[src/rtl/ssp_pkg.sv]
// shared constants and types of the serial shift port
package ssp_pkg;

   // ==========================================================
   // register indices on the peripheral register port
   localparam logic [3:0] SSP_CTRL_ADDR = 4'h1;  // serial_control
   localparam logic [3:0] SSP_DATA_ADDR = 4'h2;  // serial_shift_data

   // ==========================================================
   // serial_control field positions
   localparam int SSP_CTRL_START_BIT = 0;  // write: start, read: end flag
   localparam int SSP_CTRL_EXTCLK_BIT = 1;  // 1 = external shift clock
   localparam int SSP_CTRL_SPARE_BIT = 2;  // stored, no function
   localparam int SSP_CTRL_DIR_BIT = 3;  // 1 = bidir pin transmits

   // ==========================================================
   // values after reset
   localparam logic [2:0] SSP_CTRL_RESET = 3'h0;  // internal clock, input
   localparam logic [7:0] SSP_DATA_RESET = 8'h00;
   localparam logic [3:0] SSP_RDATA_RESET = 4'h0;

   // ==========================================================
   // byte framing
   localparam int SSP_BYTE_BITS = 8;
   localparam logic [2:0] SSP_LAST_BIT = 3'(SSP_BYTE_BITS - 1);

   // ==========================================================
   // timing: the core clock is the oscillator, one instruction is six
   localparam int SSP_OSC_PER_INSTR = 6;
   localparam logic [2:0] SSP_INSTR_LAST = 3'(SSP_OSC_PER_INSTR - 1);
   localparam int SSP_GUARD_INSTR = 2;  // quiet time after start
   localparam int SSP_GUARD_CLKS = SSP_GUARD_INSTR * SSP_OSC_PER_INSTR;
   localparam logic [3:0] SSP_GUARD_LOAD = 4'(SSP_GUARD_CLKS);

   // ==========================================================
   // transfer sequencer states
   typedef enum logic [1:0] {
      SSP_IDLE,
      SSP_PEND,
      SSP_SHIFT
   } ssp_state_t;

endpackage

[src/rtl/ssp_fifo.sv]
// receive byte fifo with valid and ready on both sides
`timescale 1ns/1ps
`default_nettype none

module ssp_fifo #(
   parameter int WIDTH = 8,
   parameter int DEPTH = 16
) (
   input  wire logic             clk,
   input  wire logic             reset,
   input  wire logic [WIDTH-1:0] inData,
   input  wire logic             inValid,
   output      logic             inReady,
   output      logic [WIDTH-1:0] outData,
   output      logic             outValid,
   input  wire logic             outReady
);

   // depth is taken as a power of two so the pointers wrap by themselves
   localparam int AW = $clog2(DEPTH);

   logic [WIDTH-1:0] mem [DEPTH];
   logic [AW-1:0]    wrPtr_q;
   logic [AW-1:0]    wrPtr_d;
   logic [AW-1:0]    rdPtr_q;
   logic [AW-1:0]    rdPtr_d;
   logic [AW:0]      count_q;
   logic [AW:0]      count_d;
   logic             push;
   logic             pop;

   // ==========================================================
   // flags and pointer updates
   assign inReady  = (count_q != (AW+1)'(DEPTH));
   assign outValid = (count_q != '0);
   assign outData  = mem[rdPtr_q];
   assign push     = inValid & inReady;
   assign pop      = outValid & outReady;

   always_comb begin
      wrPtr_d = push ? wrPtr_q + 1'b1 : wrPtr_q;
      rdPtr_d = pop ? rdPtr_q + 1'b1 : rdPtr_q;
      count_d = count_q;
      if (push & ~pop) begin
         count_d = count_q + 1'b1;
      end else if (pop & ~push) begin
         count_d = count_q - 1'b1;
      end
   end

   // storage is written only at the entry the write pointer names
   always_ff @(posedge clk) begin
      if (push) begin
         mem[wrPtr_q] <= inData;
      end
   end

   always_ff @(posedge clk) begin
      if (reset) begin
         wrPtr_q <= '0;
         rdPtr_q <= '0;
         count_q <= '0;
      end else begin
         wrPtr_q <= wrPtr_d;
         rdPtr_q <= rdPtr_d;
         count_q <= count_d;
      end
   end

endmodule // ssp_fifo

`default_nettype wire

[src/rtl/ssp_serial_port.sv]
// eight-bit serial shift port with nibble register access
`timescale 1ns/1ps
`default_nettype none

module ssp_serial_port
   import ssp_pkg::*;
#(
   parameter bit MSB_FIRST  = 1'b1,
   parameter int PRESC_DIV  = 2,
   parameter int FIFO_DEPTH = 16
) (
   input  wire logic       clk,
   input  wire logic       reset,
   input  wire logic [3:0] regAddr,
   input  wire logic       regWrite,
   input  wire logic       regRead,
   input  wire logic [3:0] regWdata,
   input  wire logic       ptrLsb,
   output      logic [3:0] regRdata,
   input  wire logic       prescalerStop,
   input  wire logic       sckIn,
   output      logic       sckOut,
   output      logic       sckOe,
   output      logic       serialOutPin,
   input  wire logic       bidirDataIn,
   output      logic       bidirDataOut,
   output      logic       bidirDataOe,
   output      logic       serialIrq,
   output      logic [7:0] rxByte,
   output      logic       rxValid,
   input  wire logic       rxReady
);

   // half a shift-clock period counted in instruction ticks
   localparam int HALF = PRESC_DIV / 2;
   localparam int PW = (HALF > 1) ? $clog2(HALF) : 1;
   localparam logic [PW-1:0] PRESC_LAST = PW'(HALF - 1);

   // ==========================================================
   // pin synchronisers
   logic sckS1_q;
   logic sckS2_q;
   logic sckS3_q;
   logic datS1_q;
   logic datS2_q;

   // the first stage feeds only the second; edges use stages two, three
   always_ff @(posedge clk) begin
      if (reset) begin
         sckS1_q <= 1'b1;
         sckS2_q <= 1'b1;
         sckS3_q <= 1'b1;
         datS1_q <= 1'b0;
         datS2_q <= 1'b0;
      end else begin
         sckS1_q <= sckIn;
         sckS2_q <= sckS1_q;
         sckS3_q <= sckS2_q;
         datS1_q <= bidirDataIn;
         datS2_q <= datS1_q;
      end
   end

   // ==========================================================
   // shared prescaler
   logic [2:0]    instrCnt_q;
   logic [2:0]    instrCnt_d;
   logic [PW-1:0] prescCnt_q;
   logic [PW-1:0] prescCnt_d;
   logic          instrTick;
   logic          prescTick;

   // a stopped prescaler restarts from zero, so the first half period
   // after a restart is full length
   always_comb begin
      instrTick  = (instrCnt_q == SSP_INSTR_LAST);
      prescTick  = instrTick & (prescCnt_q == PRESC_LAST);
      instrCnt_d = instrTick ? 3'h0 : instrCnt_q + 3'h1;
      prescCnt_d = prescCnt_q;
      if (instrTick) begin
         prescCnt_d = prescTick ? '0 : prescCnt_q + 1'b1;
      end
      if (prescalerStop) begin
         instrCnt_d = 3'h0;
         prescCnt_d = '0;
         prescTick  = 1'b0;
      end
   end

   always_ff @(posedge clk) begin
      if (reset) begin
         instrCnt_q <= 3'h0;
         prescCnt_q <= '0;
      end else begin
         instrCnt_q <= instrCnt_d;
         prescCnt_q <= prescCnt_d;
      end
   end

   // ==========================================================
   // control, data and transfer state
   ssp_state_t state_q;
   ssp_state_t state_d;
   logic [2:0] ctrl_q;  // bits 3..1 of serial_control
   logic [2:0] ctrl_d;
   logic [7:0] shift_q;
   logic [7:0] shift_d;
   logic [2:0] bitCnt_q;
   logic [2:0] bitCnt_d;
   logic [3:0] guard_q;
   logic [3:0] guard_d;
   logic       endFlag_q;
   logic       endFlag_d;
   logic       outBit_q;
   logic       outBit_d;
   logic       intSck_q;
   logic       intSck_d;
   logic       irq_q;
   logic       irq_d;
   logic [3:0] rdata_q;
   logic [3:0] rdata_d;
   logic       extClk;
   logic       sckFall;
   logic       sckRise;
   logic       byteDone;
   logic       ctrlWr;
   logic       dataWr;
   logic       fifoReady;

   assign extClk = ctrl_q[SSP_CTRL_EXTCLK_BIT - 1];
   assign ctrlWr = regWrite & (regAddr == SSP_CTRL_ADDR);
   assign dataWr = regWrite & (regAddr == SSP_DATA_ADDR);

   // edge selection: the peer's clock, or our own prescaled one
   always_comb begin
      if (extClk) begin
         sckFall = sckS3_q & ~sckS2_q & (guard_q == 4'h0);
         sckRise = ~sckS3_q & sckS2_q & (guard_q == 4'h0);
      end else begin
         sckFall = prescTick & intSck_q;
         sckRise = prescTick & ~intSck_q;
      end
   end

   // sequencer; register writes are applied last so they override shifting
   always_comb begin
      state_d   = state_q;
      ctrl_d    = ctrl_q;
      shift_d   = shift_q;
      bitCnt_d  = bitCnt_q;
      guard_d   = (guard_q != 4'h0) ? guard_q - 4'h1 : 4'h0;
      endFlag_d = endFlag_q;
      outBit_d  = outBit_q;
      intSck_d  = intSck_q;
      irq_d     = 1'b0;
      byteDone  = 1'b0;
      unique case (state_q)
         SSP_IDLE: begin
            intSck_d = 1'b1;
         end
         SSP_PEND: begin
            // a full receive queue holds the byte back here
            intSck_d = 1'b1;
            if (fifoReady) begin
               state_d = SSP_SHIFT;
            end
         end
         SSP_SHIFT: begin
            if (!extClk && prescTick) begin
               intSck_d = ~intSck_q;
            end
            if (sckFall) begin
               // one output bit feeds both data pins
               outBit_d = MSB_FIRST ? shift_q[7] : shift_q[0];
            end
            if (sckRise) begin
               if (MSB_FIRST) begin
                  shift_d = {shift_q[6:0], datS2_q};
               end else begin
                  shift_d = {datS2_q, shift_q[7:1]};
               end
               bitCnt_d = bitCnt_q + 3'h1;
               if (bitCnt_q == SSP_LAST_BIT) begin
                  byteDone  = 1'b1;
                  state_d   = SSP_IDLE;
                  endFlag_d = 1'b1;
                  irq_d     = 1'b1;
               end
            end
         end
      endcase
      if (ctrlWr) begin
         ctrl_d   = regWdata[SSP_CTRL_DIR_BIT:SSP_CTRL_EXTCLK_BIT];
         state_d  = SSP_IDLE;
         bitCnt_d = 3'h0;
         intSck_d = 1'b1;
         if (regWdata[SSP_CTRL_START_BIT]) begin
            state_d = SSP_PEND;
            guard_d = SSP_GUARD_LOAD;
            if (!byteDone) begin
               endFlag_d = 1'b0;
            end
         end
      end
      if (dataWr) begin
         state_d  = SSP_IDLE;
         bitCnt_d = 3'h0;
         intSck_d = 1'b1;
         if (ptrLsb) begin
            shift_d[7:4] = regWdata;
         end else begin
            shift_d[3:0] = regWdata;
         end
      end
   end

   // read data is captured on the clock edge that sees the read strobe
   always_comb begin
      rdata_d = rdata_q;
      if (regRead) begin
         if (regAddr == SSP_CTRL_ADDR) begin
            rdata_d = {ctrl_q, endFlag_q};
         end else if (regAddr == SSP_DATA_ADDR) begin
            rdata_d = ptrLsb ? shift_q[7:4] : shift_q[3:0];
         end else begin
            rdata_d = 4'h0;
         end
      end
   end

   always_ff @(posedge clk) begin
      if (reset) begin
         state_q   <= SSP_IDLE;
         ctrl_q    <= SSP_CTRL_RESET;
         shift_q   <= SSP_DATA_RESET;
         bitCnt_q  <= 3'h0;
         guard_q   <= 4'h0;
         endFlag_q <= 1'b0;
         outBit_q  <= 1'b1;
         intSck_q  <= 1'b1;
         irq_q     <= 1'b0;
         rdata_q   <= SSP_RDATA_RESET;
      end else begin
         state_q   <= state_d;
         ctrl_q    <= ctrl_d;
         shift_q   <= shift_d;
         bitCnt_q  <= bitCnt_d;
         guard_q   <= guard_d;
         endFlag_q <= endFlag_d;
         outBit_q  <= outBit_d;
         intSck_q  <= intSck_d;
         irq_q     <= irq_d;
         rdata_q   <= rdata_d;
      end
   end

   // ==========================================================
   // receive queue: every finished byte is offered to the core side
   ssp_fifo #(
      .WIDTH (SSP_BYTE_BITS),
      .DEPTH (FIFO_DEPTH)
   ) rxQueue (
      .clk      (clk),
      .reset    (reset),
      .inData   (shift_d),
      .inValid  (byteDone),
      .inReady  (fifoReady),
      .outData  (rxByte),
      .outValid (rxValid),
      .outReady (rxReady)
   );

   // ==========================================================
   // pins
   assign sckOut       = intSck_q;
   assign sckOe        = ~extClk;
   assign serialOutPin = outBit_q;
   assign bidirDataOut = outBit_q;
   assign bidirDataOe  = ctrl_q[SSP_CTRL_DIR_BIT - 1];
   assign serialIrq    = irq_q;
   assign regRdata     = rdata_q;

endmodule // ssp_serial_port

`default_nettype wire

[config.mk]
export PLATFORM = sky130hd
export DESIGN_NAME = ssp_serial_port
export DESIGN_NICKNAME = d
export VERILOG_FILES = /design/src/rtl/ssp_pkg.sv /design/src/rtl/ssp_fifo.sv /design/src/rtl/ssp_serial_port.sv
export SDC_FILE = /design/constraint.sdc
export NUM_CORES = 1
export LEC_CHECK = 0
export ABC_AREA = 0
export BUFFER_PORTS_ARGS = -buffer_cell sky130_fd_sc_hd__buf_4
export CELL_PAD_IN_SITES_DETAIL_PLACEMENT = 0
export CELL_PAD_IN_SITES_GLOBAL_PLACEMENT = 1
export CORE_MARGIN = 2
export CORE_UTILIZATION = 56
export DETAILED_ROUTE_END_ITERATION = 6
export PLACE_DENSITY = 0.86
export SYNTH_ARGS = -nofsm -noshare
export SYNTH_HDL_FRONTEND = slang
export SYNTH_SLANG_ARGS = --single-unit
[constraint.sdc]
create_clock -name clk -period 6.66 [get_ports clk]
set_clock_uncertainty 0.1 [all_clocks]
set_input_delay 0.666 -clock clk [delete_from_list [all_inputs] [get_ports clk]]
set_output_delay 0.666 -clock clk [all_outputs]
set_load 0.005 [all_outputs]
==> run summary <==
- **Crit. End Element** output pin
- **compound-gate portion of the synthesized area** 5.35%
- **number of synthesis warnings** 0
- **standard cell area after detailed placement** 7900 um2
- **max-slew headroom at the worst pin** 26.1%
- **fin area** 8470 um2
- **final wirelength** 14600 um
- **count of hold-fix buffers inserted at cts** 0
- **net count of the finished layout** 537
- **number of enable flip-flop cells after synthesis** 128
- **met1 routed wirelength after detailed routing** 6080 um
- **total clock buffers created by CTS** 17
- **TritonCTS clock tree** built
- **Max Clock Freq** 0.299 GHz
- **detailed router's first-iteration violation count** 315
- **clock-pin slew reported for the worst setup and hold paths after clock tree synthesis** 0.06 ns
- **CTS sink cnt** 182
- **nature of the critical path startpoint** flip-flop
- **Async S/R FF share, synth** 0%
- **die width** 120 um
- **RSZ-0062 raised after global routing** no
- **number of placement rows** 42
- **Peak supply drop** 0.000138 V
- **first-pass GRT wire length** 23500 um
- **wire length on met3** 718 um
- **Static Leakage** 2.55 nW
- **data required time at the worst endpoint** 5.89 ns
- **routability congestion estimate** 0.840
- **Mapped Area** 7530 um2
- **Overflow after GRT** 0
- **combinational power share** 1.5%
- **measured slew at the worst slew-check pin** 1.11 ns
- **buffers inserted during post-CTS setup optimization** 0
- **Final Hold Fails** 0
- **final max-slew violation count** 0
- **wire length per cell after detailed routing** 21.1 um
- **shortest period the worst path allows** 3.35 ns
- **DRC Markers** 0
- **result of the run** complete, no violations
- **sequential share of power** 54.7%
- **most instantiated flip-flop cell in the synthesis netlist** edfxtp_1
- **residual antenna-violating net count after detailed routing** 0
- **Cell Pwr Density** 260 nW/um2
- **layout overhead on the synthesized area** 12.5%
- **ratio of cells with drive above 1 in the final layout** 22.2%
- **number of gates resized after cts** 0
- **CTS max path bufs** 2
- **full die area** 14400 um2
- **total setup violations reported at the end of the flow** 0
- **mean post-synth cell area** 15.9 um2
- **multiplexer fraction of the synthesized cell area** 13.5%
- **Distinct cells, synth** 53
- **setup_tns** 0 ns
- **Maximum Capacitance Violations** 0
- **area inside the core boundary** 13200 um2
- **clock group share of total power** 43.9%
- **largest family of logic cells by synthesized area** multiplexers
- **design internal power** 0.00177 W
- **Synth Area in Simple Gates** 9.89%
- **number of global-route vias before repair** 4251
- **via count normalized by instance count** 5.97
- **arrival time of the worst setup path** 2.58 ns
- **Switching Power** 0.000433 W
- **number of antenna violations at the first check in global routing** 0
- **later-pin clock latency in the skew report** 0.43 ns
- **register area share after synthesis** 65.4%
- **final-layout fill cell count** 919
- **metal2 WL** 7490 um
- **hpwl dp** 9500 um
- **# H-tree levels** 4
- **effective utilization at floorplan** 57.1%
- **post-synthesis instance total** 473
- **proportion of total power due to net switching** 19.6%
- **total vias in the final route** 4148
- **Mapped Nets** 504
- **pin count of the biggest net entering global routing** 44
- **I/O pin count** 36
- **Total Routing Usage GR** 22.2%
- **worst setup path category** flip-flop to output pin
- **highest routed layer** met4
- **Synth Area in XOR/XNOR** 1.28%
- **number of diodes added for antenna fixing** 0
- **adder-cell share of the synthesized area** 2.43%
- **floorplan die height** 120 um
- **root cell of the clock tree** clkbuf_16
- **number of input and output port buffers inserted** 35
- **type of the worst min-delay path** flip-flop to flip-flop
- **DR pass1 iterations** 4
- **top fanout value on the critical path** 32
- **ratio of final minimum period to clock period** 50.3%
- **flop and latch count out of synthesis** 182
## cell families after synthesis
logic type / count (synthesis)
and+or+nand+nor: 134
AOI/OAI and AO/OA: 54
adders and majority gates: 14
xor gates and xnor gates: 11
buffers and inverters: 31
DFF: 182
muxes: 47
## Yosys cell counts (4+ instances only)
master | count | share of area (%)
and3_1 | 16 | 1.3
a21oi_1 | 18 | 1.2
a211oi_1 | 4 | 0.40
nor2b_1 | 10 | 0.83
and2_1 | 4 | 0.33
nor2_1 | 28 | 1.4
mux4_1 | 11 | 3.8
buf_1 | 6 | 0.30
xnor2_1 | 7 | 0.81
mux4_2 | 29 | 8.7
a22oi_1 | 4 | 0.40
edfxtp_1 | 128 | 51
o21ai_0 | 4 | 0.27
mux2_2 | 4 | 0.60
o221ai_2 | 4 | 0.80
inv_1 | 8 | 0.40
dfxtp_1 | 54 | 14
nand3_1 | 18 | 1.2
ha_1 | 13 | 2.2
xor2_1 | 4 | 0.47
nand4_1 | 5 | 0.42
nand2_1 | 33 | 1.6
clkbuf_1 | 10 | 0.50
a31oi_1 | 5 | 0.42
## registers in the layout, summed over array words and instances (netlist names), 2 cells and up, named ones only
signal           cells
instrCnt_q           3
rxQueue.count_q      5
bitCnt_q             3
rxQueue.wrPtr_q      4
regRdata             4
shift_q              8
guard_q              4
state_q              2
rxQueue.mem        128
ctrl_q               3
rxQueue.rdPtr_q      4
## layout make-up
type / instances / area, um2 / area share, %
timing repair buffer: 37 / 278 / 3.28
inverter: 8 / 30.0 / 0.355
multi-input combinational: 260 / 2450 / 28.9
tap: 176 / 220 / 2.60
sequential: 182 / 4930 / 58.2
clock buffer: 21 / 440 / 5.20
clock inverter: 11 / 126 / 1.49
## per-stage QoR
stage / utilization [%] / setup WS [ns] / std cells / hold slack [ns] / total power, W
global route: 64.2 / 3.05 / 695 / 0.313 / 0.00226
finish: 64.2 / 3.31 / 695 / 0.310 / 0.00220
CTS: 64.2 / 3.25 / 695 / 0.310 / 0.00222
detailed placement: 59.9 / 3.05 / 663 / 0.295 / 0.00126
floorplan: - / 3.49 / 473 / 0.289 / 0.00125
global placement: 59.9 / 3.17 / 663 / 0.299 / 0.00126
## critical path, cell delays in order (launching register included)
cell	delay, ns
dfxtp_2	0.31
buf_4	0.49
mux4_1	0.69
mux4_2	0.50
buf_4	0.15
## power groups by stage
stage               combinational [W]  clock, W  sequential (W)
floorplan                   0.0000162         0         0.00123
global placement            0.0000311         0         0.00123
detailed placement          0.0000323         0         0.00123
CTS                         0.0000324  0.000980         0.00120
global route                0.0000357   0.00102         0.00120
finish                      0.0000323  0.000966         0.00121
## metal layers
layer | global-route usage, % | up-vias
li1 | - | 1910
met1 | 28.6 | 2085
met2 | 36.7 | 123
met3 | 4.94 | 30
met4 | 9.04 | 0
met5 | 0 | -
## layout by cell type, fill, tap and decap left out, types with 5 or more instances in the layout
cell	n
mux4_1	11
ha_1	13
edfxtp_1	128
nand3_1	18
mux4_2	29
inv_1	8
and3_1	16
clkbuf_16	17
xnor2_1	7
nor2b_1	10
dfxtp_1	52
nor2_1	28
nand4_1	5
a31oi_1	5
nand2_1	33
buf_4	37
a21oi_1	18
## final timing paths
check | end | cells past startpoint | startpoint | slack [ns]
setup / recovery | rxByte[7] | 4 | flip-flop | 3.31
hold / removal | sckS2_q$_SDFF_PP1_ | 1 | sckS1_q$_SDFF_PP1_ | 0.31
setup reg to reg | rxQueue.count_q[4]$_SDFFE_PP0P_ | 11 | ctrl_q[0]$_SDFFE_PP0P_ | 3.33
hold reg to reg | sckS2_q$_SDFF_PP1_ | 1 | sckS1_q$_SDFF_PP1_ | 0.31
(Power assumes the default switching activity.)
